--- src/common/drive_regs.svh ---
// Object indices, field positions, reset values and timing of the decoder
// What this block does
// - Bits 0,1,2,3,7 drive the state machine
// - Shutdown, switch on, enable operation decoded
// - Disable voltage and quick stop decoded
// - Bit 8 set halts the commanded motion
// - Bit 11 set clears warning flag
// - Bits 4,5,6,9 go to mode logic
// - Fault reset ignored; fault state kept
// - Switch on with bit 3 stops switched on
// - Last alarm error code read only
// - Modes mask reports bits 2,3,16,17
// - Nameplate string, empty until assigned
// - Maker string, empty until assigned
// - Bits 10 and 12..15 ignored
// - Warning flag set by any warning
`ifndef DRIVE_REGS_SVH
`define DRIVE_REGS_SVH

// Object indices
`define IDX_CMD_WORD       16'h6040
`define IDX_LAST_ERROR     16'h603f
`define IDX_MODES_MASK     16'h6502
`define IDX_NAMEPLATE      16'h6403
`define IDX_MAKER          16'h6404

// Command word field positions
`define CW_SWITCH_ON       0
`define CW_ENABLE_VOLTAGE  1
`define CW_QUICK_STOP      2
`define CW_ENABLE_OP       3
`define CW_MODE_A          4
`define CW_MODE_B          5
`define CW_MODE_C          6
`define CW_FAULT_RESET     7
`define CW_HALT            8
`define CW_MODE_D          9
`define CW_WARN_ACK        11

// Reset values
`define CMD_WORD_RESET     16'h0000
`define LAST_ERROR_RESET   16'h0000
`define STRING_RESET       32'h00000000
`define MODES_MASK_VALUE   32'h0003000c

// Timing
`define SETTLE_TIME_MS     40
`define MCLK_FREQ_KHZ      200000

`endif

--- src/common/drive_pkg.sv ---
// Types shared by the command word decoder and its classifier
package drive_pkg;

  typedef enum logic [2:0] {
    ST_SWITCH_ON_DISABLED,
    ST_READY_TO_SWITCH_ON,
    ST_SWITCHED_ON,
    ST_OPERATION_ENABLED,
    ST_QUICK_STOP_ACTIVE,
    ST_FAULT
  } drive_state_t;

  typedef enum logic [2:0] {
    CMD_SHUTDOWN,
    CMD_SWITCH_ON,
    CMD_ENABLE_OPERATION,
    CMD_DISABLE_VOLTAGE,
    CMD_QUICK_STOP,
    CMD_FAULT_RESET
  } drive_cmd_t;

  typedef struct packed {
    logic [4:0]   trans_id;
    logic         moved;
    drive_state_t state;
  } step_t;

  typedef struct packed {
    logic [15:0]  cmd_word;
    logic         cmd_pending;
    drive_state_t state;
    logic         warning;
    logic         halt;
    logic [3:0]   mode_bits;
    logic [15:0]  last_error;
    logic [31:0]  nameplate;
    logic [31:0]  maker;
    logic [31:0]  rdata;
    logic         ack;
    logic         err;
    logic         trans_strobe;
    logic [4:0]   trans_id;
    logic         cmd_ignored;
    logic         reset_refused;
    logic         cmd_early;
    logic [31:0]  settle_cnt;
    logic         settling;
  } decoder_state_t;

endpackage

--- src/verilog/drive_command_classifier.sv ---
// Classifies a command word into one state machine command
`timescale 1ns/1ps
`default_nettype none
`include "drive_regs.svh"

module drive_command_classifier (
  // Command word as written by the master
  input  wire logic [15:0]       cmd_word,
  // Decoded command
  output drive_pkg::drive_cmd_t  cmd
);

  // Priority order makes every pattern map to exactly one command;
  // bits 4..6 and 8..15 never reach this decision.
  always_comb begin
    if (cmd_word[`CW_FAULT_RESET]) begin
      cmd = drive_pkg::CMD_FAULT_RESET;
    end else if (!cmd_word[`CW_ENABLE_VOLTAGE]) begin
      cmd = drive_pkg::CMD_DISABLE_VOLTAGE;
    end else if (!cmd_word[`CW_QUICK_STOP]) begin
      cmd = drive_pkg::CMD_QUICK_STOP;
    end else if (!cmd_word[`CW_SWITCH_ON]) begin
      cmd = drive_pkg::CMD_SHUTDOWN;
    end else if (cmd_word[`CW_ENABLE_OP]) begin
      cmd = drive_pkg::CMD_ENABLE_OPERATION;
    end else begin
      cmd = drive_pkg::CMD_SWITCH_ON;
    end
  end

endmodule

`default_nettype wire

--- src/verilog/drive_command_word_decoder.sv ---
// Command word decoder, drive state machine and identification objects
`timescale 1ns/1ps
`default_nettype none
`include "drive_regs.svh"

module drive_command_word_decoder #(
  parameter int unsigned SETTLE_CYCLES = `SETTLE_TIME_MS * `MCLK_FREQ_KHZ
) (
  // Clock and reset
  input  wire logic                  mclk,
  input  wire logic                  rst_n,
  // Object access from the fieldbus stack
  input  wire logic                  obj_wr_en,
  input  wire logic                  obj_rd_en,
  input  wire logic [15:0]           obj_index,
  input  wire logic [31:0]           obj_wdata,
  output logic [31:0]                obj_rdata,
  output logic                       obj_ack,
  output logic                       obj_err,
  // Drive events
  input  wire logic                  alarm_event,
  input  wire logic [15:0]           alarm_code,
  input  wire logic                  warning_event,
  // Drive state and mode outputs
  output drive_pkg::drive_state_t    drive_state,
  output logic                       warning_flag,
  output logic                       halt_motion,
  output logic [3:0]                 mode_bits,
  // Transition events
  output logic                       trans_strobe,
  output logic [4:0]                 trans_id,
  output logic                       cmd_ignored,
  output logic                       fault_reset_refused,
  output logic                       cmd_early,
  output logic                       settling
);

  generate
    if (SETTLE_CYCLES < 1) begin : g_bad_settle
      $error("SETTLE_CYCLES must be at least one");
    end
  endgenerate

  // Wide enough for the full settling window at the default clock
  localparam logic [31:0] SETTLE_LOAD = 32'(SETTLE_CYCLES);

  drive_pkg::decoder_state_t s;
  drive_pkg::decoder_state_t n;
  drive_pkg::drive_cmd_t     cmd;

  // Classifier reads the registered word, so decode lags the write a cycle
  drive_command_classifier u_classifier (
    .cmd_word (s.cmd_word),
    .cmd      (cmd)
  );

  // Builds one step result
  function automatic drive_pkg::step_t go(
    input drive_pkg::drive_state_t st,
    input logic [4:0]              tid
  );
    drive_pkg::step_t r;
    r.state = st;
    r.trans_id = tid;
    r.moved = 1'b1;
    return r;
  endfunction

  // Transition table; anything not listed keeps the state
  function automatic drive_pkg::step_t step(
    input drive_pkg::drive_state_t st,
    input drive_pkg::drive_cmd_t   c
  );
    drive_pkg::step_t r;
    r.state = st;
    r.trans_id = 5'h00;
    r.moved = 1'b0;

    unique case (st)
      drive_pkg::ST_SWITCH_ON_DISABLED: begin
        if (c == drive_pkg::CMD_SHUTDOWN) begin
          r = go(drive_pkg::ST_READY_TO_SWITCH_ON, 5'h02);
        end
      end

      drive_pkg::ST_READY_TO_SWITCH_ON: begin
        // Enable operation here only switches on; no automatic run
        if (c == drive_pkg::CMD_SWITCH_ON ||
            c == drive_pkg::CMD_ENABLE_OPERATION) begin
          r = go(drive_pkg::ST_SWITCHED_ON, 5'h03);
        end else if (c == drive_pkg::CMD_DISABLE_VOLTAGE ||
                     c == drive_pkg::CMD_QUICK_STOP) begin
          r = go(drive_pkg::ST_SWITCH_ON_DISABLED, 5'h07);
        end
      end

      drive_pkg::ST_SWITCHED_ON: begin
        if (c == drive_pkg::CMD_ENABLE_OPERATION) begin
          r = go(drive_pkg::ST_OPERATION_ENABLED, 5'h04);
        end else if (c == drive_pkg::CMD_SHUTDOWN) begin
          r = go(drive_pkg::ST_READY_TO_SWITCH_ON, 5'h06);
        end else if (c == drive_pkg::CMD_DISABLE_VOLTAGE ||
                     c == drive_pkg::CMD_QUICK_STOP) begin
          r = go(drive_pkg::ST_SWITCH_ON_DISABLED, 5'h0a);
        end
      end

      drive_pkg::ST_OPERATION_ENABLED: begin
        if (c == drive_pkg::CMD_SWITCH_ON) begin
          r = go(drive_pkg::ST_SWITCHED_ON, 5'h05);
        end else if (c == drive_pkg::CMD_SHUTDOWN) begin
          r = go(drive_pkg::ST_READY_TO_SWITCH_ON, 5'h08);
        end else if (c == drive_pkg::CMD_DISABLE_VOLTAGE) begin
          r = go(drive_pkg::ST_SWITCH_ON_DISABLED, 5'h09);
        end else if (c == drive_pkg::CMD_QUICK_STOP) begin
          r = go(drive_pkg::ST_QUICK_STOP_ACTIVE, 5'h0b);
        end
      end

      drive_pkg::ST_QUICK_STOP_ACTIVE: begin
        if (c == drive_pkg::CMD_ENABLE_OPERATION) begin
          r = go(drive_pkg::ST_OPERATION_ENABLED, 5'h10);
        end else if (c == drive_pkg::CMD_DISABLE_VOLTAGE) begin
          r = go(drive_pkg::ST_SWITCH_ON_DISABLED, 5'h0c);
        end
      end

      drive_pkg::ST_FAULT: begin
        // No way out of fault short of a device reset
        r.moved = 1'b0;
      end
    endcase
    return r;
  endfunction

  // True for indices that answer at all
  function automatic logic known_index(input logic [15:0] idx);
    return idx == `IDX_CMD_WORD   || idx == `IDX_LAST_ERROR ||
           idx == `IDX_MODES_MASK || idx == `IDX_NAMEPLATE  ||
           idx == `IDX_MAKER;
  endfunction

  // True for indices the master may write
  function automatic logic writable_index(input logic [15:0] idx);
    return idx == `IDX_CMD_WORD || idx == `IDX_NAMEPLATE ||
           idx == `IDX_MAKER;
  endfunction

  // Read value of one object; unknown indices read zero
  function automatic logic [31:0] read_object(
    input logic [15:0]               idx,
    input drive_pkg::decoder_state_t st
  );
    logic [31:0] v;
    v = 32'h00000000;
    unique case (idx)
      `IDX_CMD_WORD:   v = {16'h0000, st.cmd_word};
      `IDX_LAST_ERROR: v = {16'h0000, st.last_error};
      `IDX_MODES_MASK: v = `MODES_MASK_VALUE;
      `IDX_NAMEPLATE:  v = st.nameplate;
      `IDX_MAKER:      v = st.maker;
      default:         v = 32'h00000000;
    endcase
    return v;
  endfunction

  // Mode-specific bits in the order the mode logic expects
  function automatic logic [3:0] mode_field(input logic [15:0] w);
    return {w[`CW_MODE_D], w[`CW_MODE_C], w[`CW_MODE_B], w[`CW_MODE_A]};
  endfunction

  always_comb begin
    drive_pkg::step_t stp;
    logic             cmd_write;
    logic             warn_ack;

    // The step is worked out every cycle but applied only on a decode
    stp = step(s.state, cmd);
    cmd_write = 1'b0;
    warn_ack = 1'b0;

    // Strobes fall back low every cycle; levels hold by default
    n = s;
    n.ack = 1'b0;
    n.err = 1'b0;
    // Read data rests at zero so a stale value never looks like an answer
    n.rdata = 32'h00000000;
    n.trans_strobe = 1'b0;
    n.trans_id = 5'h00;
    n.cmd_ignored = 1'b0;
    n.reset_refused = 1'b0;
    n.cmd_early = 1'b0;

    // Object access: write wins when both strobes are high
    if (obj_wr_en) begin
      n.ack = 1'b1;
      // Read-only and unknown objects are refused and keep their value
      if (!writable_index(obj_index)) begin
        n.err = 1'b1;
      end else if (obj_index == `IDX_CMD_WORD) begin
        n.cmd_word = obj_wdata[15:0];
        cmd_write = 1'b1;
      end else if (obj_index == `IDX_NAMEPLATE) begin
        n.nameplate = obj_wdata;
      end else begin
        n.maker = obj_wdata;
      end
    end else if (obj_rd_en) begin
      n.ack = 1'b1;
      n.err = !known_index(obj_index);
      n.rdata = read_object(obj_index, s);
    end

    // A command word write arms one decode in the following cycle
    n.cmd_pending = cmd_write;

    if (s.cmd_pending) begin
      warn_ack = s.cmd_word[`CW_WARN_ACK];
      n.halt = s.cmd_word[`CW_HALT];
      n.mode_bits = mode_field(s.cmd_word);
      n.cmd_early = s.settling;
      if (cmd == drive_pkg::CMD_FAULT_RESET) begin
        n.reset_refused = 1'b1;
      end else if (stp.moved) begin
        n.state = stp.state;
        n.trans_strobe = 1'b1;
        n.trans_id = stp.trans_id;
      end else begin
        n.cmd_ignored = 1'b1;
      end
    end

    // Alarm overrides any command decoded in the same cycle
    if (alarm_event) begin
      n.state = drive_pkg::ST_FAULT;
      n.last_error = alarm_code;
      n.trans_strobe = 1'b0;
      n.trans_id = 5'h00;
    end

    // Settling window after each transition; early commands still act.
    // Placed after the alarm so a suppressed transition opens no window.
    if (n.trans_strobe) begin
      n.settle_cnt = SETTLE_LOAD;
    end else if (s.settle_cnt != 32'h00000000) begin
      // Runs down to zero and stops there
      n.settle_cnt = s.settle_cnt - 32'h00000001;
    end
    n.settling = (n.settle_cnt != 32'h00000000);

    // New warning wins over an acknowledge in the same cycle
    n.warning = (s.warning & ~warn_ack) | warning_event;
  end

  always_ff @(posedge mclk or negedge rst_n) begin
    if (!rst_n) begin
      s.cmd_word <= `CMD_WORD_RESET;
      s.cmd_pending <= 1'b0;
      s.state <= drive_pkg::ST_SWITCH_ON_DISABLED;
      s.warning <= 1'b0;
      s.halt <= 1'b0;
      s.mode_bits <= 4'h0;
      s.last_error <= `LAST_ERROR_RESET;
      // Strings start empty until the master assigns them
      s.nameplate <= `STRING_RESET;
      s.maker <= `STRING_RESET;
      s.rdata <= 32'h00000000;
      s.ack <= 1'b0;
      s.err <= 1'b0;
      s.trans_strobe <= 1'b0;
      s.trans_id <= 5'h00;
      s.cmd_ignored <= 1'b0;
      s.reset_refused <= 1'b0;
      s.cmd_early <= 1'b0;
      s.settle_cnt <= 32'h00000000;
      s.settling <= 1'b0;
    end else begin
      s <= n;
    end
  end

  // Object answers
  assign obj_rdata = s.rdata;
  assign obj_ack = s.ack;
  assign obj_err = s.err;

  // Drive levels
  assign drive_state = s.state;
  assign warning_flag = s.warning;
  assign halt_motion = s.halt;
  assign mode_bits = s.mode_bits;

  // Transition events
  assign trans_strobe = s.trans_strobe;
  assign trans_id = s.trans_id;
  assign cmd_ignored = s.cmd_ignored;
  assign fault_reset_refused = s.reset_refused;
  assign cmd_early = s.cmd_early;
  assign settling = s.settling;

endmodule

`default_nettype wire

--- config.mk ---
export PLATFORM = sky130hd
export DESIGN_NAME = drive_command_word_decoder
export DESIGN_NICKNAME = d
export VERILOG_FILES = /design/src/common/drive_pkg.sv /design/src/verilog/drive_command_classifier.sv /design/src/verilog/drive_command_word_decoder.sv
export VERILOG_INCLUDE_DIRS = /design/src /design/src/common
export SDC_FILE = /design/constraint.sdc
export NUM_CORES = 1
export LEC_CHECK = 0
export ABC_AREA = 1
export BUFFER_PORTS_ARGS = -buffer_cell sky130_fd_sc_hd__buf_2
export CORE_UTILIZATION = 55
export CTS_BUF_LIST = sky130_fd_sc_hd__clkbuf_8
export DETAILED_ROUTE_END_ITERATION = 10
export GPL_TIMING_DRIVEN = 0
export PLACE_DENSITY = 0.83
export RECOVER_POWER = 25
export SLEW_MARGIN = 25
export SYNTH_ARGS = -nofsm -noshare
export SYNTH_HDL_FRONTEND = slang
export SYNTH_SLANG_ARGS = --single-unit
--- constraint.sdc ---
create_clock -name mclk -period 4.3 [get_ports mclk]
set_input_delay 0.43 -clock mclk [delete_from_list [all_inputs] [get_ports mclk]]
set_output_delay 0.43 -clock mclk [all_outputs]
set_load 0.02 [all_outputs]
# Word level (Yosys, flattened, before mapping)
# Cells that the tools add are included.
[word_totals]
elab_cells = 107
latch_bits = 0
out_inout_bits = 53
inputBits = 70
regBits = 182
mem_bits_rw = 0
memories = 0
rom_bits = 0
[op_classes]
eq_ne = 21
n_addsub = 1
n_mux = 41
n_mul = 0
n_reduce_logical = 20
div = 0
bitwise = 5
shifts = 0
n_lt_le_gt_ge = 0
[op_table]
columns = ["op", "n"]
rows = [
  ["32-bit one-hot mux with 5 select lines", 1],
  ["32-bit two-way mux", 3],
  ["16-bit by 15-bit == test with 1-bit output (second input constant)", 5],
  ["9-bit two-way mux", 8],
  ["32-bit nonzero test", 2],
  ["34-bit two-way mux", 1],
  ["32-bit by 1-bit subtractor with 32-bit output (second input constant)", 1],
  ["5-bit one-hot mux with 5 select lines", 1],
  ["3-bit two-way mux", 8],
  ["8-bit two-way mux", 3],
  ["6-bit two-way mux", 3],
  ["3-bit one-hot mux with 5 select lines", 1],
  ["7-bit two-way mux", 2],
  ["3-bit by 2-bit == test with 1-bit output (second input constant)", 4],
  ["3-bit == test (second input constant)", 4],
  ["9-bit AND reduction", 1],
  ["1-bit logical OR", 8],
  ["4-bit != test (second input constant)", 2],
  ["4-bit AND reduction", 2],
  ["1-bit two-way mux", 7],
  ["3-bit by 1-bit == test with 1-bit output (second input constant)", 2],
  ["3-bit zero test", 2],
  ["6-bit != test (second input constant)", 1],
  ["1-bit one-hot mux with 6 select lines", 1],
  ["11 further kinds", 15],
]

# Logic depth before layout (Yosys ltp)
# Gate-level depths: netlist of run 1.
[logic_depth]
word_depth = 17
ltp_mapped = 16
ltp_nobuf = 16

# Cells and area by module
# From an unflattened synthesis of run 1, not the netlist that was laid out.
[hier_totals]
cells_unflattened = 1156
hier_area_um2 = 9172.5
[by_module_without_submodules]
columns = ["module", "area_per_inst_um2", "cells_each", "instances", "seq_area_each_um2"]
rows = [
  ["drive_command_word_decoder", 9130.0, 1149, 1, 4554.4],
  ["drive_command_classifier", 42.5, 7, 1, 0.0],
]

# Worst setup path after synthesis of run 1
# OpenSTA, ideal clock, no wires.
[synth_timing]
path_type = "register to register"
from = "register s[1] in the netlist's numbering"
to = "register, netlist name settling"
synth_period_minus_slack_ns = 1.865
path_buffers = 1
setup_slack_ns = 2.435
arrival_ns = 1.746
setup_ns = 0.119
required_time_ns = 4.181
stages_incl_launch_ff = 17
cell_sequence = "dfrtp_1 -> inv_1 -> ha_1 -> nand2_1 -> nor2_1 -> nand2_1 -> nor2_4 -> inv_2 -> buf_6 -> nand2_2 -> inv_1 -> nor2_1 -> nand3_1 -> nor2_1 -> nand3_1 -> nor2_1 -> nand2_1"
[synth_rtl]
columns = ["item", "line", "rtl"]
rows = [
  ["start, declared", "drive_command_word_decoder.sv:47", "drive_pkg::decoder_state_t s;"],
  ["start signal, assigned", "drive_command_word_decoder.sv:278", "s <= n;"],
]

==> impl_metrics.tcl, run 1 <==
set metrics [dict create \
    status "finished with violations" \
    failed_checks "capacitance limit, slew limit" \
    synth.largest_area_cell "dfrtp_1" \
    clockRootBuffer "clkbuf_8" \
    setup_viol 0 \
    coreArea_mm2 0.01589 \
    cts-htree-levels 4 \
    grt.total_usage 0.2883 \
    wl_per_cell_um 15.32 \
    start_kind "input pin" \
    worst-path-buf-inv 4 \
    maxSlewViolCount 37 \
    cts_resized 0 \
    die_y_um 129.8 \
    syn_inst 1119 \
    post-route-util 0.6498 \
    switchingPower_w 0.0007768 \
    crit_slowest_cell "clkbuf_1" \
    fin_ws_ps 1655 \
    nets 1336 \
    synth_edf_count 0 \
    syn-num-nets 1193 \
    cp_slowest_stage_delay_ps 1510 \
    ant_nets 0 \
    yosysSeqAreaShare 0.5074 \
    cts_buffers 17 \
    synth-simple-area-share 0.2339 \
    hold_violations 0 \
    synth-compound-area-share 0.1204 \
    initial_core_util 0.5651 \
    dpl.hpwl_um 16740 \
    ys_types 46 \
    critPathTopFamily "buffers and inverters" \
    drive_gt1_frac 0.1882 \
    synth_commonest_cells "297 x nand2_1, 182 x dfrtp_1, 137 x inv_1" \
    antenna_found_initial 0 \
    synth_top_family_by_area "simple AND/OR/NAND/NOR gates" \
    cp_common_cell "buf_16" \
    pwr-share-seq 0.568 \
    synthXorXnorAreaFrac 0.01464 \
    gp_congestion 0.9803 \
    p_sw_frac 0.2551 \
    cp_max_fo 74 \
    path_class "input pin to async pin" \
    vias 7943 \
    placed_area_mm2 0.009917 \
    finalCritPeriodShare 0.6150 \
    die_area_mm2 0.01684 \
    first_pass_iters 6 \
    ys_seq_elements 182 \
    diodes 0 \
    synth_top_area_frac 0.5074 \
    holdWs_ps 155.4 \
    wl_um 22840 \
    grt_start_max_net_pins 75 \
    fin_area_mm2 0.01032 \
    nFillCells 1360 \
    vdd_ir_drop_max_v 0.0002409 \
    fin_crit_ps 2645 \
    fmax_mhz 378.1 \
    synth_warnings 0 \
    max_slew_margin -0.4148 \
    cts_tree "done" \
    p_leak_nw 5.300 \
    ctsLongestPathBuffers 2 \
    synth_most_common_cell "nand2_1" \
    initialDrtViolationCount 888 \
    synth_area_leaders "dfrtp_1 51%, nand2_1 12%, o21ai_0 6.8%" \
    avgSynthCellArea_um2 8.022 \
    viasPerCell 5.327 \
    dp_slack_ps 1771 \
    rsz0062_at_grt "false" \
    synthAdderAreaFrac 0.005576 \
    grt_overflow 0 \
    tightestPinTransition_ps 2122 \
    critPathCaptureType "async pin" \
    combPwrFrac 0.042 \
    r2r_slack_ps 1670 \
    placementRows 46 \
    path_cells "dlygate4sd3_1, clkbuf_1, buf_16, buf_16" \
    synth_top_flop_cell "dfrtp_1" \
    hp-class "input pin to flip-flop" \
    p_per_area_mw_per_mm2 295.0 \
    setup_tns_ps 0 \
    remaining_drc_errors 0 \
    grt_pass1_vias 7507 \
    cp.arrival_ps 3270 \
    clock_latency_ps 460 \
    cts_setup_buffers 0 \
    port_buffers 121 \
    cts.sinks 182 \
    p_clk_frac 0.391 \
    clk_pin_slew_ps 100 \
    io_pins 123 \
    async_flop_share 1.000 \
    cp.required_ps 4920 \
    die_w_um 129.8 \
    internal_power_w 0.002269 \
    fin_skew_ps 11.93 \
    synthMuxAreaShare 0 \
    area_growth_pct 15.00 \
    cap_violations 1 \
    grt_pass1_wl_um 36710 \
    synth_area_mm2 0.008976 \
]
metrics by stage:
step,cells,total power [W]
after floorplan,1119,0.001799
after global placement,1456,0.001881
after detailed placement,1458,0.001891
after CTS,1491,0.003060
after global routing,1491,0.003144
final,1491,0.003045
registers in the layout, indices dropped and copies added (netlist names):
signal,cells
obj_err,1
warning_flag,1
mode_bits,4
fault_reset_refused,1
obj_rdata,32
s,129
settling,1
trans_id,5
halt_motion,1
drive_state,3
trans_strobe,1
cmd_early,1
cmd_ignored,1
obj_ack,1
final timing paths:
| path | from | end | depth (start not counted) |
|---|---|---|---|
| hold reg to reg | settling | cmd_early | 2 |
| max in group mclk | s[1] | settling | 11 |
| setup reg to reg | s[1] | settling | 11 |
| hold / removal | warning_event | warning_flag | 2 |
| setup / recovery | rst_n | obj_rdata[17] | 4 |
| min in group asynchronous | rst_n | drive_state[0] | 2 |
kinds of logic (layout without fill, tap and decap cells):
kind of cell | Yosys count | after routing
compound gates | 201 | 201
xor+xnor | 15 | 15
fa+ha+maj | 4 | 4
buf+inv | 223 | 379
flops | 182 | 182
simple gates | 494 | 494
placed cells by master (no fill, tap or decap), drive strengths merged, types with 3 or more instances in the layout:
master / count
xnor2: 10
or2: 5
o22ai: 6
buf: 184
a21oi: 46
nand3: 48
nor2: 116
inv: 149
clkinv: 3
o21ai: 127
nor4: 4
nand3b: 4
nand4: 7
nor3: 9
clkbuf: 39
ha: 4
nand2: 300
dfrtp: 182
a221oi: 8
a211oi: 3
xor2: 5
metal layers:
layer  GRT usage  up-vias  routed length [um]
met1      0.3834     3749                9718
met3     0.05494       46                1679
li1            -     3791                   -
met5           0        -                   0
met2      0.4709      357               10830
met4      0.1101        0                 611
final cells by class:
| class | instances | area (um^2) | area share |
|---|---|---|---|
| clock buffers | 18 | 247.7 | 0.02400 |
| well taps | 216 | 270.3 | 0.02618 |
| inverters | 141 | 529.3 | 0.05127 |
| flip-flops and latches | 182 | 4554 | 0.4412 |
| repair buffers | 124 | 668.1 | 0.06473 |
| multi-input cells | 714 | 3362 | 0.3257 |
| plain buffers | 82 | 529.3 | 0.05127 |
| clock inverters | 14 | 161.4 | 0.01564 |
power groups by stage:
stage          Clock, W  Sequential (W)  Combinational, W
4_1_cts         0.00120         0.00173          0.000130
3_5_place_dp          0         0.00176          0.000129
5_1_grt         0.00127         0.00173          0.000146
3_3_place_gp          0         0.00176          0.000119
2_1_floorplan         0         0.00176         0.0000354
6_report        0.00119         0.00173          0.000128
what timing repair did:
item                                    4_1_cts  5_1_grt
hold buffers                                  1        0
hold endpoints to repair                     36        0
endpoints found under the setup margin        0        0
(Power assumes the default switching activity.)
==> run 2, diff against run 1 <==
Settings changed: CORE_UTILIZATION 55 to 54, PLACE_DENSITY 0.83 to 0.85.
Clock period 4.3 ns to 2.2 ns, I/O delays scaled along.
==> run 2 against run 1 <==
  * The flow finishes with violations (setup timing)
  * Clock-buffer cell count unchanged
  * First-iteration DRC count grew 3.3%
  * Hold slack worse by 150 ps
  * Utilization is 4.1 points higher
  * Critical path type is now flip-flop to flip-flop
==> impl_metrics.tcl, run 2 (same netlist as run 1, synthesis figures left out) <==
set metrics [dict create \
    ant_nets 0 \
    placed_cells 1458 \
    cts.sinks 182 \
    p_sw_frac 0.2585 \
    start_kind "flip-flop" \
    first_pass_iters 5 \
    failed_checks "setup timing" \
    nFillCells 1215 \
    post-route-util 0.6904 \
    setup_tns_ps -71.63 \
    setup_viol 1 \
    internal_power_w 0.004482 \
    path_class "flip-flop to flip-flop" \
    viasPerCell 5.322 \
    die_area_mm2 0.01714 \
    vdd_ir_drop_max_v 0.0005521 \
    grt_start_max_net_pins 93 \
    cts_buffers 17 \
    fmax_mhz 440.2 \
    port_buffers 121 \
    remaining_drc_errors 0 \
    routed.top_layer "met4" \
    wl_met2_um 12050 \
    r2r_slack_ps -70 \
    max_slew_margin 0.1327 \
    largest_register_ffs 129 \
    clk_pin_slew_ps 110 \
    grt_overflow 0 \
    crit_slowest_cell "dfrtp_1" \
    cp_slowest_stage_delay_ps 440 \
    fin_ws_ps -71.63 \
    nets 1393 \
    placementRows 46 \
    die_y_um 130.9 \
    regMostFlops "s" \
    dpl.hpwl_um 16370 \
    diodes 0 \
    layout_commonest_cell "nand2_1" \
    initialDrtViolationCount 917 \
    clockRootBuffer "clkbuf_8" \
    critPathTopFamily "simple AND/OR/NAND/NOR gates" \
    grt_pass1_wl_um 38510 \
    p_clk_frac 0.393 \
    mostFrequentLayoutCells "287 x nand2_1, 175 x dfrtp_1, 135 x inv_1" \
    antenna_found_initial 0 \
    cp.arrival_ps 2640 \
    hp-class "input pin to flip-flop" \
    drt-met1-wl_um 10200 \
    p_leak_nw 5.594 \
    tightestPinTransition_ps 1301 \
    cap_violations 0 \
    area_growth_pct 23.50 \
    fin_crit_ps 2272 \
    grt_pass1_vias 7936 \
    drive_gt1_frac 0.2462 \
    cts_tree "done" \
    worst-path-buf-inv 1 \
    fin_skew_ps 16.09 \
    cp.required_ps 2570 \
    dp_slack_ps -284.1 \
    critPathCaptureType "flip-flop" \
    wl_um 24630 \
    coreArea_mm2 0.01606 \
    cp_max_fo 10 \
    maxSlewViolCount 0 \
    cts-htree-levels 4 \
    p_per_area_mw_per_mm2 545.2 \
    pwr-share-seq 0.559 \
    io_pins 123 \
    route.met3.wl_um 1776 \
    gp_congestion 0.9217 \
    combPwrFrac 0.048 \
    initial_core_util 0.5590 \
    fin_cells 1548 \
    clock_latency_ps 490 \
    wl_per_cell_um 15.91 \
    rsz0062_at_grt "true" \
    path_cells "nor2_2, nand2_2, nor2_2, nand2_2, nor2_4, buf_4, nor2_1, o31ai_2, nand2_1, nor2_1, nand2_1" \
    die_w_um 130.9 \
    vias 8239 \
    finalCritPeriodShare 1.033 \
    ctsLongestPathBuffers 2 \
    switchingPower_w 0.001562 \
    status "finished with violations" \
    hold_violations 0 \
    grt.total_usage 0.2972 \
]
==> run 2: routing by layer <==
layer / vias up / track usage
met5: - / 0
met4: 0 / 0.09398
met3: 58 / 0.07858
met2: 399 / 0.4911
met1: 3882 / 0.3820
li1: 3900 / -
==> run 2: timing repair <==
item / CTS / global route
gates resized for setup: 21 / 55
setup buffers: 2 / 26
endpoints found under the setup margin: 1 / 12
endpoints found under the hold margin: 120 / 3
hold buffers: 27 / 2
gates cloned: 0 / 1
pin swaps: 1 / 13
==> run 2: through the flow <==
step | area, um^2 | hold WS, ps | power [W]
2_1_floorplan | 8976 | -75.59 | 0.003515
3_3_place_gp | 9852 | 400.4 | 0.003674
3_5_place_dp | 9917 | 275.7 | 0.003692
4_1_cts | 10680 | 1.131 | 0.006061
5_1_grt | 11090 | 0.9935 | 0.006251
6_report | 11090 | 3.678 | 0.006044
==> run 2: worst min-delay path: cells and delay by family <==
family	cells	cell delay (ps)
AOI/OAI and AO/OA	1	80
buffers and inverters	2	140
==> run 2: path summary, 6_finish.rpt <==
kind / startpoint / endpoint / cells past startpoint
min in group asynchronous: rst_n / drive_state[0] / 3
max in group asynchronous: rst_n / s[108] / 4
setup reg to reg: s[8] / settling / 11
hold reg to reg: warning_flag / warning_flag / 1
setup / recovery: s[8] / settling / 11
hold / removal: obj_wdata[25] / s[133] / 3
==> run 2: cell type report <==
type | count | area [um^2] | share of cell area
flip-flops and latches | 182 | 4563 | 0.4116
multi-input cells | 714 | 3558 | 0.3210
repair buffers | 181 | 1190 | 0.1073
plain buffers | 82 | 539.3 | 0.04865
inverters | 141 | 534.3 | 0.04819
well taps | 216 | 270.3 | 0.02438
clock buffers | 18 | 247.7 | 0.02235
clock inverters | 14 | 182.7 | 0.01648
==> run 2: power by group through the flow <==
stage / logic [W] / registers, W / clock network [W]
floorplan: 0.0000693 / 0.00345 / 0
global placement: 0.000230 / 0.00344 / 0
detailed placement: 0.000248 / 0.00344 / 0
CTS: 0.000287 / 0.00338 / 0.00240
global route: 0.000326 / 0.00338 / 0.00254
finish: 0.000287 / 0.00338 / 0.00238
